--- src/logic/fcl_pkg.sv ---
`default_nettype none
package fcl_pkg;

    // system clock and millisecond base for the start-up delay
    localparam int CLK_PERIOD_NS = 10;
    localparam int MS_NS = 1000000;
    localparam int MS_CYCLES = MS_NS / CLK_PERIOD_NS;

    // fuse byte offsets inside the fuse section
    localparam logic [7:0] OFS_OSC = 8'h02;
    localparam logic [7:0] OFS_SYSA = 8'h05;
    localparam logic [7:0] OFS_SYSB = 8'h06;
    localparam logic [7:0] OFS_CODE = 8'h07;
    localparam logic [7:0] OFS_BOOT = 8'h08;

    // shadow slots, loaded in this order
    localparam int NUM_FUSE = 5;
    localparam logic [2:0] IDX_OSC = 3'h0;
    localparam logic [2:0] IDX_SYSA = 3'h1;
    localparam logic [2:0] IDX_SYSB = 3'h2;
    localparam logic [2:0] IDX_CODE = 3'h3;
    localparam logic [2:0] IDX_BOOT = 3'h4;

    // factory defaults, held in the shadow until the fuse load overwrites them
    localparam logic [7:0] DEF_OSC = 8'h00;
    localparam logic [7:0] DEF_SYSA = 8'hC0;
    localparam logic [7:0] DEF_SYSB = 8'h08;
    localparam logic [7:0] DEF_CODE = 8'h00;
    localparam logic [7:0] DEF_BOOT = 8'h00;

    // field positions and codes
    localparam int CLKSRC_MSB = 3;
    localparam int CLKSRC_LSB = 0;
    localparam logic [3:0] CLK_FAST = 4'h0;
    localparam logic [3:0] CLK_SLOW = 4'h1;
    localparam int SCAN_MSB = 7;
    localparam int SCAN_LSB = 6;
    localparam logic [1:0] SCAN_OFF = 2'h3;
    localparam int SCAN_POLY_BIT = 5;
    localparam int RSTPIN_BIT = 3;
    localparam int EE_RETAIN_BIT = 0;
    localparam int SUPPLY_MSB = 4;
    localparam int SUPPLY_LSB = 3;
    localparam logic [1:0] SUPPLY_DUAL = 2'h1;
    localparam logic [1:0] SUPPLY_SINGLE = 2'h2;
    localparam int DLY_MSB = 2;
    localparam int DLY_LSB = 0;
    localparam logic [7:0] BOOT_WHOLE_FLASH = 8'h00;

    // lock key and the byte returned by a blocked read
    localparam logic [31:0] KEY_UNLOCK = 32'h5CC5C55C;
    localparam logic [7:0] READ_INVALID = 8'hFF;

    // memory sections seen by the access guard
    localparam logic [2:0] SECT_FLASH = 3'h0;
    localparam logic [2:0] SECT_SRAM = 3'h1;
    localparam logic [2:0] SECT_EEPROM = 3'h2;
    localparam logic [2:0] SECT_USER_ROW = 3'h3;
    localparam logic [2:0] SECT_SIG_ROW = 3'h4;
    localparam logic [2:0] SECT_FUSE = 3'h5;
    localparam logic [2:0] SECT_LOCK = 3'h6;
    localparam logic [2:0] SECT_REGS = 3'h7;

endpackage
`default_nettype wire

--- src/logic/fcl_startup_timer.sv ---
`timescale 1ns/100ps
`default_nettype none
module fcl_startup_timer
    import fcl_pkg::*;
#(
    parameter int CYC_PER_MS = MS_CYCLES
) (
    input wire logic clk_i,        // system clock
    input wire logic sys_rst_i,    // async reset, active high
    input wire logic start_i,      // one-cycle start pulse
    input wire logic [2:0] code_i, // start-up delay code
    output logic done_o            // level, high once delay elapsed
);
    localparam int PW = $clog2(CYC_PER_MS);

    typedef struct packed {
        logic busy;
        logic done;
        logic [PW-1:0] pre;
        logic [6:0] ms;
        logic [6:0] target;
    } fcl_tmr_t;

    fcl_tmr_t q;
    fcl_tmr_t next_q;
    logic tick;

    // millisecond enable from the prescaler
    assign tick = (q.pre == PW'(CYC_PER_MS - 1));

    // code 0 finishes at once, code n waits 2^(n-1) ms
    always_comb begin
        next_q = q;
        if (start_i) begin
            next_q.busy = (code_i != 3'h0);
            next_q.done = (code_i == 3'h0);
            next_q.pre = '0;
            next_q.ms = 7'h00;
            next_q.target = 7'h01 << (code_i - 3'h1);
        end else if (q.busy) begin
            next_q.pre = tick ? '0 : q.pre + 1'b1;
            if (tick) begin
                next_q.ms = q.ms + 7'h01;
                if (q.ms + 7'h01 == q.target) begin
                    next_q.busy = 1'b0;
                    next_q.done = 1'b1;
                end
            end
        end
    end

    always_ff @(posedge clk_i or posedge sys_rst_i) begin
        if (sys_rst_i) begin
            q <= '0;
        end else begin
            q <= next_q;
        end
    end

    assign done_o = q.done;
endmodule
`default_nettype wire

--- src/logic/fcl_guard.sv ---
`timescale 1ns/100ps
`default_nettype none
module fcl_guard
    import fcl_pkg::*;
#(
    parameter int CYC_PER_MS = MS_CYCLES
) (
    input wire logic clk_i,              // system clock, 100 MHz
    input wire logic sys_rst_i,          // async reset, active high
    // nonvolatile / memory side
    output logic mem_req_o,              // access request, held to ack
    output logic mem_we_o,               // 1 write, 0 read
    output logic [2:0] mem_sect_o,       // target section
    output logic [15:0] mem_addr_o,      // address in section
    output logic [7:0] mem_wdata_o,      // write byte
    input wire logic mem_ack_i,          // one-cycle completion
    input wire logic [7:0] mem_rdata_i,  // read byte, valid with ack
    input wire logic [31:0] lock_key_i,  // stored lock key
    // cpu port
    input wire logic cpu_req_i,          // request, held until ack
    input wire logic cpu_we_i,           // 1 write
    input wire logic [2:0] cpu_sect_i,   // section
    input wire logic [15:0] cpu_addr_i,  // address
    input wire logic [7:0] cpu_wdata_i,  // write byte
    output logic cpu_ack_o,              // completion pulse
    output logic [7:0] cpu_rdata_o,      // read byte
    output logic cpu_denied_o,           // write refused, with ack
    // debug/programming port
    input wire logic dbg_req_i,          // request, held until ack
    input wire logic dbg_we_i,           // 1 write
    input wire logic [2:0] dbg_sect_i,   // section
    input wire logic [15:0] dbg_addr_i,  // address
    input wire logic [7:0] dbg_wdata_i,  // write byte
    input wire logic dbg_erase_i,        // chip erase, held until ack
    output logic dbg_ack_o,              // completion pulse
    output logic [7:0] dbg_rdata_o,      // read byte
    output logic dbg_denied_o,           // write refused, with ack
    output logic erase_o,                // chip erase start pulse
    output logic erase_eeprom_o,         // erase includes the EEPROM
    input wire logic erase_done_i,       // erase finished pulse
    // decoded configuration
    output logic osc_slow_o,             // slow oscillator selected
    output logic osc_reserved_o,         // clock source code reserved
    output logic [1:0] scan_region_o,    // scan region code
    output logic scan_enable_o,          // start-up scan wanted
    output logic scan_crc32_o,           // 1 CRC-32, 0 CRC-16
    output logic rst_pin_reset_o,        // pin is reset with pull-up
    output logic supply_dual_o,          // dual supply mode
    output logic supply_reserved_o,      // supply code reserved
    output logic [7:0] code_blocks_o,    // boot+app size, 512 B units
    output logic [7:0] boot_blocks_o,    // boot size, 512 B units
    output logic boot_whole_flash_o,     // whole flash is boot
    output logic cfg_valid_o,            // config loaded, cpu may run
    output logic locked_o                // debug access locked
);
    typedef enum logic [4:0] {
        ST_LOAD = 5'h01,
        ST_DELAY = 5'h02,
        ST_IDLE = 5'h04,
        ST_MEM = 5'h08,
        ST_ERASE = 5'h10
    } fcl_state_t;

    typedef struct packed {
        fcl_state_t st;
        logic [2:0] idx;
        logic [NUM_FUSE-1:0][7:0] raw;
        logic tmr_start;
        logic who_dbg;
        logic mem_req;
        logic mem_we;
        logic [2:0] mem_sect;
        logic [15:0] mem_addr;
        logic [7:0] mem_wdata;
        logic cpu_ack;
        logic [7:0] cpu_rdata;
        logic cpu_denied;
        logic dbg_ack;
        logic [7:0] dbg_rdata;
        logic dbg_denied;
        logic erase;
        logic erase_ee;
        logic osc_slow;
        logic osc_res;
        logic [1:0] scan_region;
        logic scan_en;
        logic scan_crc32;
        logic rst_pin;
        logic sup_dual;
        logic sup_res;
        logic [7:0] code_blk;
        logic [7:0] boot_blk;
        logic boot_all;
        logic run;
        logic locked;
    } fcl_state_all_t;

    fcl_state_all_t q;
    fcl_state_all_t next_q;
    logic tmr_done;
    logic key_locked;

    // shadow slot to fuse offset
    function automatic logic [7:0] fuse_ofs(input logic [2:0] i);
        case (i)
            IDX_OSC: fuse_ofs = OFS_OSC;
            IDX_SYSA: fuse_ofs = OFS_SYSA;
            IDX_SYSB: fuse_ofs = OFS_SYSB;
            IDX_CODE: fuse_ofs = OFS_CODE;
            default: fuse_ofs = OFS_BOOT;
        endcase
    endfunction

    // who may do what, per port and lock state
    function automatic logic access_ok(input logic dbg, input logic we,
                                       input logic [2:0] sect,
                                       input logic lck);
        logic prot;
        prot = (sect == SECT_SIG_ROW) || (sect == SECT_FUSE) ||
               (sect == SECT_LOCK);
        if (!dbg) begin
            access_ok = !(we && prot);
        end else if (lck) begin
            access_ok = we && (sect == SECT_USER_ROW);
        end else begin
            access_ok = !(we && (sect == SECT_SIG_ROW));
        end
    endfunction

    // key compared live, so a finished erase unlocks next cycle
    assign key_locked = (lock_key_i != KEY_UNLOCK);

    fcl_startup_timer #(
        .CYC_PER_MS(CYC_PER_MS)
    ) u_timer (
        .clk_i(clk_i),
        .sys_rst_i(sys_rst_i),
        .start_i(q.tmr_start),
        .code_i(q.raw[IDX_SYSB][DLY_MSB:DLY_LSB]),
        .done_o(tmr_done)
    );

    // sequencer: fuse load, start-up delay, then guarded accesses
    always_comb begin
        next_q = q;
        next_q.tmr_start = 1'b0;
        next_q.cpu_ack = 1'b0;
        next_q.cpu_denied = 1'b0;
        next_q.dbg_ack = 1'b0;
        next_q.dbg_denied = 1'b0;
        next_q.erase = 1'b0;
        next_q.locked = key_locked;
        case (q.st)
            ST_LOAD: begin
                // req drops a cycle between bytes so addr never slides
                if (q.mem_req && mem_ack_i) begin
                    next_q.raw[q.idx] = mem_rdata_i;
                    next_q.mem_req = 1'b0;
                    if (q.idx == IDX_BOOT) begin
                        next_q.st = ST_DELAY;
                        next_q.tmr_start = 1'b1;
                    end else begin
                        next_q.idx = q.idx + 3'h1;
                    end
                end else begin
                    next_q.mem_req = 1'b1;
                    next_q.mem_we = 1'b0;
                    next_q.mem_sect = SECT_FUSE;
                    next_q.mem_addr = {8'h00, fuse_ofs(q.idx)};
                end
            end
            ST_DELAY: begin
                // fuses only reach the outputs here, once per reset
                if (tmr_done) begin
                    next_q.osc_slow =
                        q.raw[IDX_OSC][CLKSRC_MSB:CLKSRC_LSB] == CLK_SLOW;
                    next_q.osc_res =
                        (q.raw[IDX_OSC][CLKSRC_MSB:CLKSRC_LSB] != CLK_SLOW)
                        && (q.raw[IDX_OSC][CLKSRC_MSB:CLKSRC_LSB]
                            != CLK_FAST);
                    next_q.scan_region =
                        q.raw[IDX_SYSA][SCAN_MSB:SCAN_LSB];
                    next_q.scan_en =
                        q.raw[IDX_SYSA][SCAN_MSB:SCAN_LSB] != SCAN_OFF;
                    next_q.scan_crc32 =
                        q.raw[IDX_SYSA][SCAN_POLY_BIT];
                    next_q.rst_pin = q.raw[IDX_SYSA][RSTPIN_BIT];
                    next_q.erase_ee =
                        !q.raw[IDX_SYSA][EE_RETAIN_BIT];
                    next_q.sup_dual =
                        q.raw[IDX_SYSB][SUPPLY_MSB:SUPPLY_LSB]
                        == SUPPLY_DUAL;
                    next_q.sup_res =
                        (q.raw[IDX_SYSB][SUPPLY_MSB:SUPPLY_LSB]
                         != SUPPLY_DUAL) &&
                        (q.raw[IDX_SYSB][SUPPLY_MSB:SUPPLY_LSB]
                         != SUPPLY_SINGLE);
                    next_q.boot_blk = q.raw[IDX_BOOT];
                    next_q.boot_all =
                        q.raw[IDX_BOOT] == BOOT_WHOLE_FLASH;
                    // code size unused when boot spans the whole flash
                    next_q.code_blk =
                        (q.raw[IDX_BOOT] == BOOT_WHOLE_FLASH) ?
                        8'h00 : q.raw[IDX_CODE];
                    next_q.run = 1'b1;
                    next_q.st = ST_IDLE;
                end
            end
            ST_IDLE: begin
                // debug first; a port whose ack is out is not retaken
                if (dbg_erase_i && !q.dbg_ack) begin
                    next_q.erase = 1'b1;
                    next_q.st = ST_ERASE;
                end else if (dbg_req_i && !q.dbg_ack) begin
                    next_q.who_dbg = 1'b1;
                    if (access_ok(1'b1, dbg_we_i, dbg_sect_i,
                                  key_locked)) begin
                        next_q.mem_req = 1'b1;
                        next_q.mem_we = dbg_we_i;
                        next_q.mem_sect = dbg_sect_i;
                        next_q.mem_addr = dbg_addr_i;
                        next_q.mem_wdata = dbg_wdata_i;
                        next_q.st = ST_MEM;
                    end else begin
                        // no error on a blocked read, only junk data
                        next_q.dbg_ack = 1'b1;
                        next_q.dbg_rdata = READ_INVALID;
                        next_q.dbg_denied = dbg_we_i;
                    end
                end else if (cpu_req_i && !q.cpu_ack) begin
                    next_q.who_dbg = 1'b0;
                    if (access_ok(1'b0, cpu_we_i, cpu_sect_i,
                                  key_locked)) begin
                        next_q.mem_req = 1'b1;
                        next_q.mem_we = cpu_we_i;
                        next_q.mem_sect = cpu_sect_i;
                        next_q.mem_addr = cpu_addr_i;
                        next_q.mem_wdata = cpu_wdata_i;
                        next_q.st = ST_MEM;
                    end else begin
                        next_q.cpu_ack = 1'b1;
                        next_q.cpu_rdata = READ_INVALID;
                        next_q.cpu_denied = 1'b1;
                    end
                end
            end
            ST_MEM: begin
                if (mem_ack_i) begin
                    next_q.mem_req = 1'b0;
                    next_q.st = ST_IDLE;
                    if (q.who_dbg) begin
                        next_q.dbg_ack = 1'b1;
                        next_q.dbg_rdata = mem_rdata_i;
                    end else begin
                        next_q.cpu_ack = 1'b1;
                        next_q.cpu_rdata = mem_rdata_i;
                    end
                end
            end
            ST_ERASE: begin
                // the lock clears through the restored key, not here
                if (erase_done_i) begin
                    next_q.dbg_ack = 1'b1;
                    next_q.st = ST_IDLE;
                end
            end
            default: begin
                next_q.st = ST_LOAD;
            end
        endcase
    end

    // reset loads factory defaults into the shadow and shows a locked debug port
    always_ff @(posedge clk_i or posedge sys_rst_i) begin
        if (sys_rst_i) begin
            q <= '0;
            q.st <= ST_LOAD;
            q.raw[IDX_OSC] <= DEF_OSC;
            q.raw[IDX_SYSA] <= DEF_SYSA;
            q.raw[IDX_SYSB] <= DEF_SYSB;
            q.raw[IDX_CODE] <= DEF_CODE;
            q.raw[IDX_BOOT] <= DEF_BOOT;
            q.scan_region <= SCAN_OFF;
            q.boot_all <= 1'b1;
            q.locked <= 1'b1;
        end else begin
            q <= next_q;
        end
    end

    assign mem_req_o = q.mem_req;
    assign mem_we_o = q.mem_we;
    assign mem_sect_o = q.mem_sect;
    assign mem_addr_o = q.mem_addr;
    assign mem_wdata_o = q.mem_wdata;
    assign cpu_ack_o = q.cpu_ack;
    assign cpu_rdata_o = q.cpu_rdata;
    assign cpu_denied_o = q.cpu_denied;
    assign dbg_ack_o = q.dbg_ack;
    assign dbg_rdata_o = q.dbg_rdata;
    assign dbg_denied_o = q.dbg_denied;
    assign erase_o = q.erase;
    assign erase_eeprom_o = q.erase_ee;
    assign osc_slow_o = q.osc_slow;
    assign osc_reserved_o = q.osc_res;
    assign scan_region_o = q.scan_region;
    assign scan_enable_o = q.scan_en;
    assign scan_crc32_o = q.scan_crc32;
    assign rst_pin_reset_o = q.rst_pin;
    assign supply_dual_o = q.sup_dual;
    assign supply_reserved_o = q.sup_res;
    assign code_blocks_o = q.code_blk;
    assign boot_blocks_o = q.boot_blk;
    assign boot_whole_flash_o = q.boot_all;
    assign cfg_valid_o = q.run;
    assign locked_o = q.locked;
endmodule
`default_nettype wire

--- config.mk ---
export PLATFORM = sky130hd
export DESIGN_NAME = fcl_guard
export DESIGN_NICKNAME = d
export VERILOG_FILES = /design/src/logic/fcl_pkg.sv /design/src/logic/fcl_startup_timer.sv /design/src/logic/fcl_guard.sv
export SDC_FILE = /design/constraint.sdc
export NUM_CORES = 1
export LEC_CHECK = 0
export BUFFER_PORTS_ARGS = -buffer_cell sky130_fd_sc_hd__buf_2
export CELL_PAD_IN_SITES_DETAIL_PLACEMENT = 0
export CELL_PAD_IN_SITES_GLOBAL_PLACEMENT = 1
export CORE_MARGIN = 2
export CORE_UTILIZATION = 40
export CTS_CLUSTER_DIAMETER = 200
export CTS_CLUSTER_SIZE = 10
export DETAILED_ROUTE_END_ITERATION = 8
export PLACE_DENSITY_LB_ADDON = 0.1
export SLEW_MARGIN = 20
export SYNTH_ARGS = -nofsm -noshare
export SYNTH_HDL_FRONTEND = slang
export SYNTH_SLANG_ARGS = --single-unit
--- constraint.sdc ---
create_clock -name clk_i -period 6.1 [get_ports clk_i]
set_input_delay 0.305 -clock clk_i [delete_from_list [all_inputs] [get_ports clk_i]]
set_output_delay 0.305 -clock clk_i [all_outputs]
set_load 0.01 [all_outputs]
==> After elaboration in Yosys (flattened, before gate mapping) <==
Index checks and enable logic that the tools add are counted.
{ "word_totals": {"input_bits": 103, "ff_bits": 162, "out_inout_bits": 79, "wordCells": 193} }
{ "classes": {"n_bitwise": 2, "add_sub_neg": 4, "order_cmp": 2, "reduce_logical": 42, "n_mux": 58, "shifts": 1, "n_eq_ne": 44} }
{ "ops": {"columns": ["op", "count"], "rows": [
  ["$mux 49", 2],
  ["$mux 29", 2],
  ["$mux 26", 2],
  ["$mux 5", 9],
  ["$bwmux 40", 1],
  ["$mux 10", 4],
  ["$mux 40", 1],
  ["$pmux 20 s2", 1],
  ["$mux 9", 4],
  ["$ne 32x31->1 const B", 1],
  ["$mux 30", 1],
  ["$ne 2x2->1 const B", 15],
  ["$pmux 5 s5", 1],
  ["$demux 8 s3", 1],
  ["$mux 20", 1],
  ["$pmux 9 s2", 1],
  ["$reduce_and 6->1", 3],
  ["$add 17x1->17 const B", 1],
  ["$eq 17x17->1 const B", 1],
  ["$mux 17", 1],
  ["$mux 8", 2],
  ["$pmux 4 s4", 1],
  ["$pmux 8 s2", 1],
  ["$eq 3x3->1 const B", 5],
  ["39 further kinds", 91]
]} }

==> Depth between registers and ports, before layout <==
{ "logic_depth": {"word_depth": 14, "mapped_depth": 7, "depth_no_buf": 7} }

==> Modules after synthesis <==
A second synthesis with hierarchy kept.
{ "unflattened": {"cells_unflattened": 697, "area_unflattened_um2": 7716.2} }
{ "by_module_without_submodules": {"columns": ["mod", "area_per_inst_um2", "seq_area_each_um2", "cells_per_inst", "instances"], "rows": [
  ["fcl_guard", 5898.2, 2987.9, 499, 1],
  ["fcl_startup_timer", 1818.0, 825.8, 198, 1]
]} }

==> Worst setup path before layout <==
Ideal clock, no wire load.
{ "synth_path": {"kind": "reg2reg", "start": "register q[128] in the netlist's numbering", "end": "register q (netlist bit mem_addr_o[2])", "period_less_slack_ns": 1.965, "n_path_buf": 2, "setup_time_ns": 0.125, "required_time_ns": 5.975, "slack_ns": 4.135, "path_stages_with_launch": 8, "arrival_ns": 1.841, "path_cell_list": "dfrtp_1 > nor4_2 > and2_1 > buf_4 > nand2_1 > o211ai_2 > buf_4 > mux2_2"} }
{ "synth_between": {"elab_chain_len": 3, "word_cells_on_any_way": 10, "cone_classes": "eq/ne (7); mux (1); reduce/logical (2)"} }
{ "synth_lines": {"columns": ["element", "line_no", "source"], "rows": [
  ["from (decl)", "fcl_guard.sv:98", "fcl_state_all_t q;"],
  ["from (signal assigned)", "fcl_guard.sv:287", "q <= next_q;"],
  ["$eq 5x3->1 / $eq 5x1->1 (equally long branches)", "fcl_guard.sv:153", "case (q.st)"],
  ["$ne 3x3->1 (no source line), or another cell as far along", null, null],
  ["$reduce_and 6->1 (no source line)", null, null]
]} }
Parallel ways exist; a longest one is shown, timed or not.
A chain may end at the register's enable or synchronous reset.

==> Worst setup path after layout <==
{ "layout_path": {"start": "register q[128] in the netlist's numbering", "end": "register q (netlist bit mem_addr_o[3])"} }
The elaborated chain is that of the path after synthesis.

==> out/metrics.csv <==
metric;value;unit
min_period_over_period;42.86;%
first_pass_iters;4;
power_density;359.8;nW/um^2
fin_skew;12.86;ps
syn_inst;705;
hold_viol_final;33;
cp.required;6410;ps
die_w;143.1;microns
wl_per_cell;17.20;microns
clock_path_buffers;2;
fin_setup_tns;0;ps
worstHoldPathType;in -> async;
htreeDepth;4;
fin_nets;934;
start_kind;flip-flop;
dieHeight;143.1;microns
drive_gt1_share;36.84;%
maxSlewHeadroom;29.66;%
drv_slew;0;
violations;hold timing;
synth_common_cells;144 x dfrtp_1, 65 x mux2_2, 64 x buf_4, 43 x nand2_1, 41 x nor2_1;
synthesis.nets;816;
die_area;20480;sq um
synth_area_leaders;dfrtp_1 47%, mux2_2 9.5%, buf_4 6.2%, dfstp_2 2.7%, mux2_1 2.3%;
globalplace.congestion;0.7884;
post_cts_buffers;0;
status;complete, but fails checks;
synth-edff-count;0;
fin_cells;1096;
grt_usage;18.98;%
worstReg2RegStart;q[128];
end_kind;flip-flop;
hold_ws;-29.38;ps
postSynthRegisterBits;152;
grt_max_degree;87;
antenna_cells;0;
fillers;1811;
overflow;0;
cts_resized;0;
clk_pin_slew;70;ps
rows;50;
cts.sinks;152;
vias;5779;
rsz0062_at_grt;false;
vias_per_cell;5.273;
synthFlopType;dfrtp_1;
ant_nets;0;
fin_crit;2615;ps
cap_violations;0;
path_class;reg -> reg;
dp.final_hpwl;13450;microns
pin_count;182;
yosysMostFrequentCell;dfrtp_1;
io_buffers;181;
worstPathMaxFanout;20;
grt_pass1_wl;30710;microns
setup_viol;0;
grt_antenna_before_repair;0;
place_inst;1064;
root_buffer;clkbuf_16;
area.growth.synth_to_final;16.94;%
multi_input_area;3279;sq um
ys_seq_area_share;49.26;%
ff2ff_setup_slack;3490;ps
syn_area_per_cell;10.98;sq um
p_leak;4.472;nW
reg2reg_depth;5;
cts_tree;yes;
worstMarginPinSlew;1053;ps
drt_iter0_markers;276;
yosys_warnings;0;
drcViolationCount;0;
clk_latency;420;ps
start_util;41.11;%
cts-hold-fix-buffers;0;
max_clock_freq;382.4;MHz
core_area;18830;sq um
synthArstFlopShare;100.0;%
r2r_end;mem_addr_o[3];
cts_made_buffers;17;
vdd_drop_max;0.2071;mV
netlist_area;7741;sq um
wirelength;18860;microns
synth_top_area_share;46.55;%
yosys.area.top_type;dfrtp_1;
arrival;2920;ps
grt_pass1_vias;5909;
ff_latch_area;3814;sq um
ys_types;68;
-- layer usage --
| metal | vias up | track usage, % | routed length (microns) |
|---|---|---|---|
| li1 | 2744 | - | - |
| met5 | - | 0 | 0 |
| met3 | 18 | 5.332 | 959 |
| met1 | 2864 | 25.63 | 8514 |
| met4 | 0 | 4.482 | 221 |
| met2 | 153 | 30.37 | 9159 |
-- logic make-up (layout without fill, tap and decap cells) --
family | after synthesis | count (layout) | synth area share [%]
and+or+nand+nor | 201 | 201 | 14.30
DFF | 152 | 152 | 49.26
AOI/OAI and AO/OA | 137 | 137 | 12.57
buffers and inverters | 106 | 237 | 8.518
muxes | 81 | 81 | 11.78
xor gates and xnor gates | 20 | 20 | 2.263
adders and majority gates | 8 | 8 | 1.293
-- how the worst max path moves through the flow --
stage / start / endpoint / slack, ps / cells after the start
after floorplan: sys_rst_i / async pin / 1720 / 1
after global placement: dbg_req_i / mem_sect_o[1] / 3210 / 5
after detailed placement: dbg_req_i / mem_addr_o[3] / 3160 / 5
after CTS: dbg_ack_o / mem_addr_o[3] / 3160 / 4
after global routing: q[128] / mem_addr_o[12] / 3270 / 5
final: q[128] / mem_addr_o[3] / 3490 / 5
-- worst max-delay path, stage by stage, from the launching register on --
cell and delay [ps]:
dfrtp_1 480, nor4_2 440, and2_1 340, nand2_1 160, o211ai_4 660, mux2_2 410
-- power breakdown --
group	total, mW	internal, mW	switching, mW
sequential	1.41	1.23	0.174
clock	1.09	0.603	0.487
combinational	0.760	0.369	0.391
-- final cells by class --
| cell class | count | area share, % |
|---|---|---|
| Clock buffer | 18 | 4.851 |
| Clock inverter | 14 | 1.935 |
| Inverter | 20 | 0.8846 |
| Multi-Input combinational cell | 447 | 36.23 |
| Sequential cell | 152 | 42.13 |
| Tap cell | 260 | 3.594 |
| Timing Repair Buffer | 185 | 10.38 |
-- placed cells by master (no fill, tap or decap), types with 18 or more instances in the layout --
master     n
o21ai_0   27
inv_1     19
mux2_2    65
nand2_1   43
nand3_1   27
a21oi_1   24
buf_2    181
a22o_1    18
nor2_1    41
dfrtp_1  144
-- through the flow --
step	setup slack (ps)	cell area (sq um)	util [%]	power [mW]	hold WS [ps]
finish	3485	9052	48.07	3.257	-29.38
global route	3269	9052	48.07	3.460	27.30
CTS	3164	9037	47.99	3.299	12.88
detailed placement	3156	8423	44.73	2.193	452.2
global placement	3209	8423	44.73	2.165	444.5
floorplan	1715	7741	-	1.986	394.1
No activity file was read; power rests on OpenSTA's default activity.
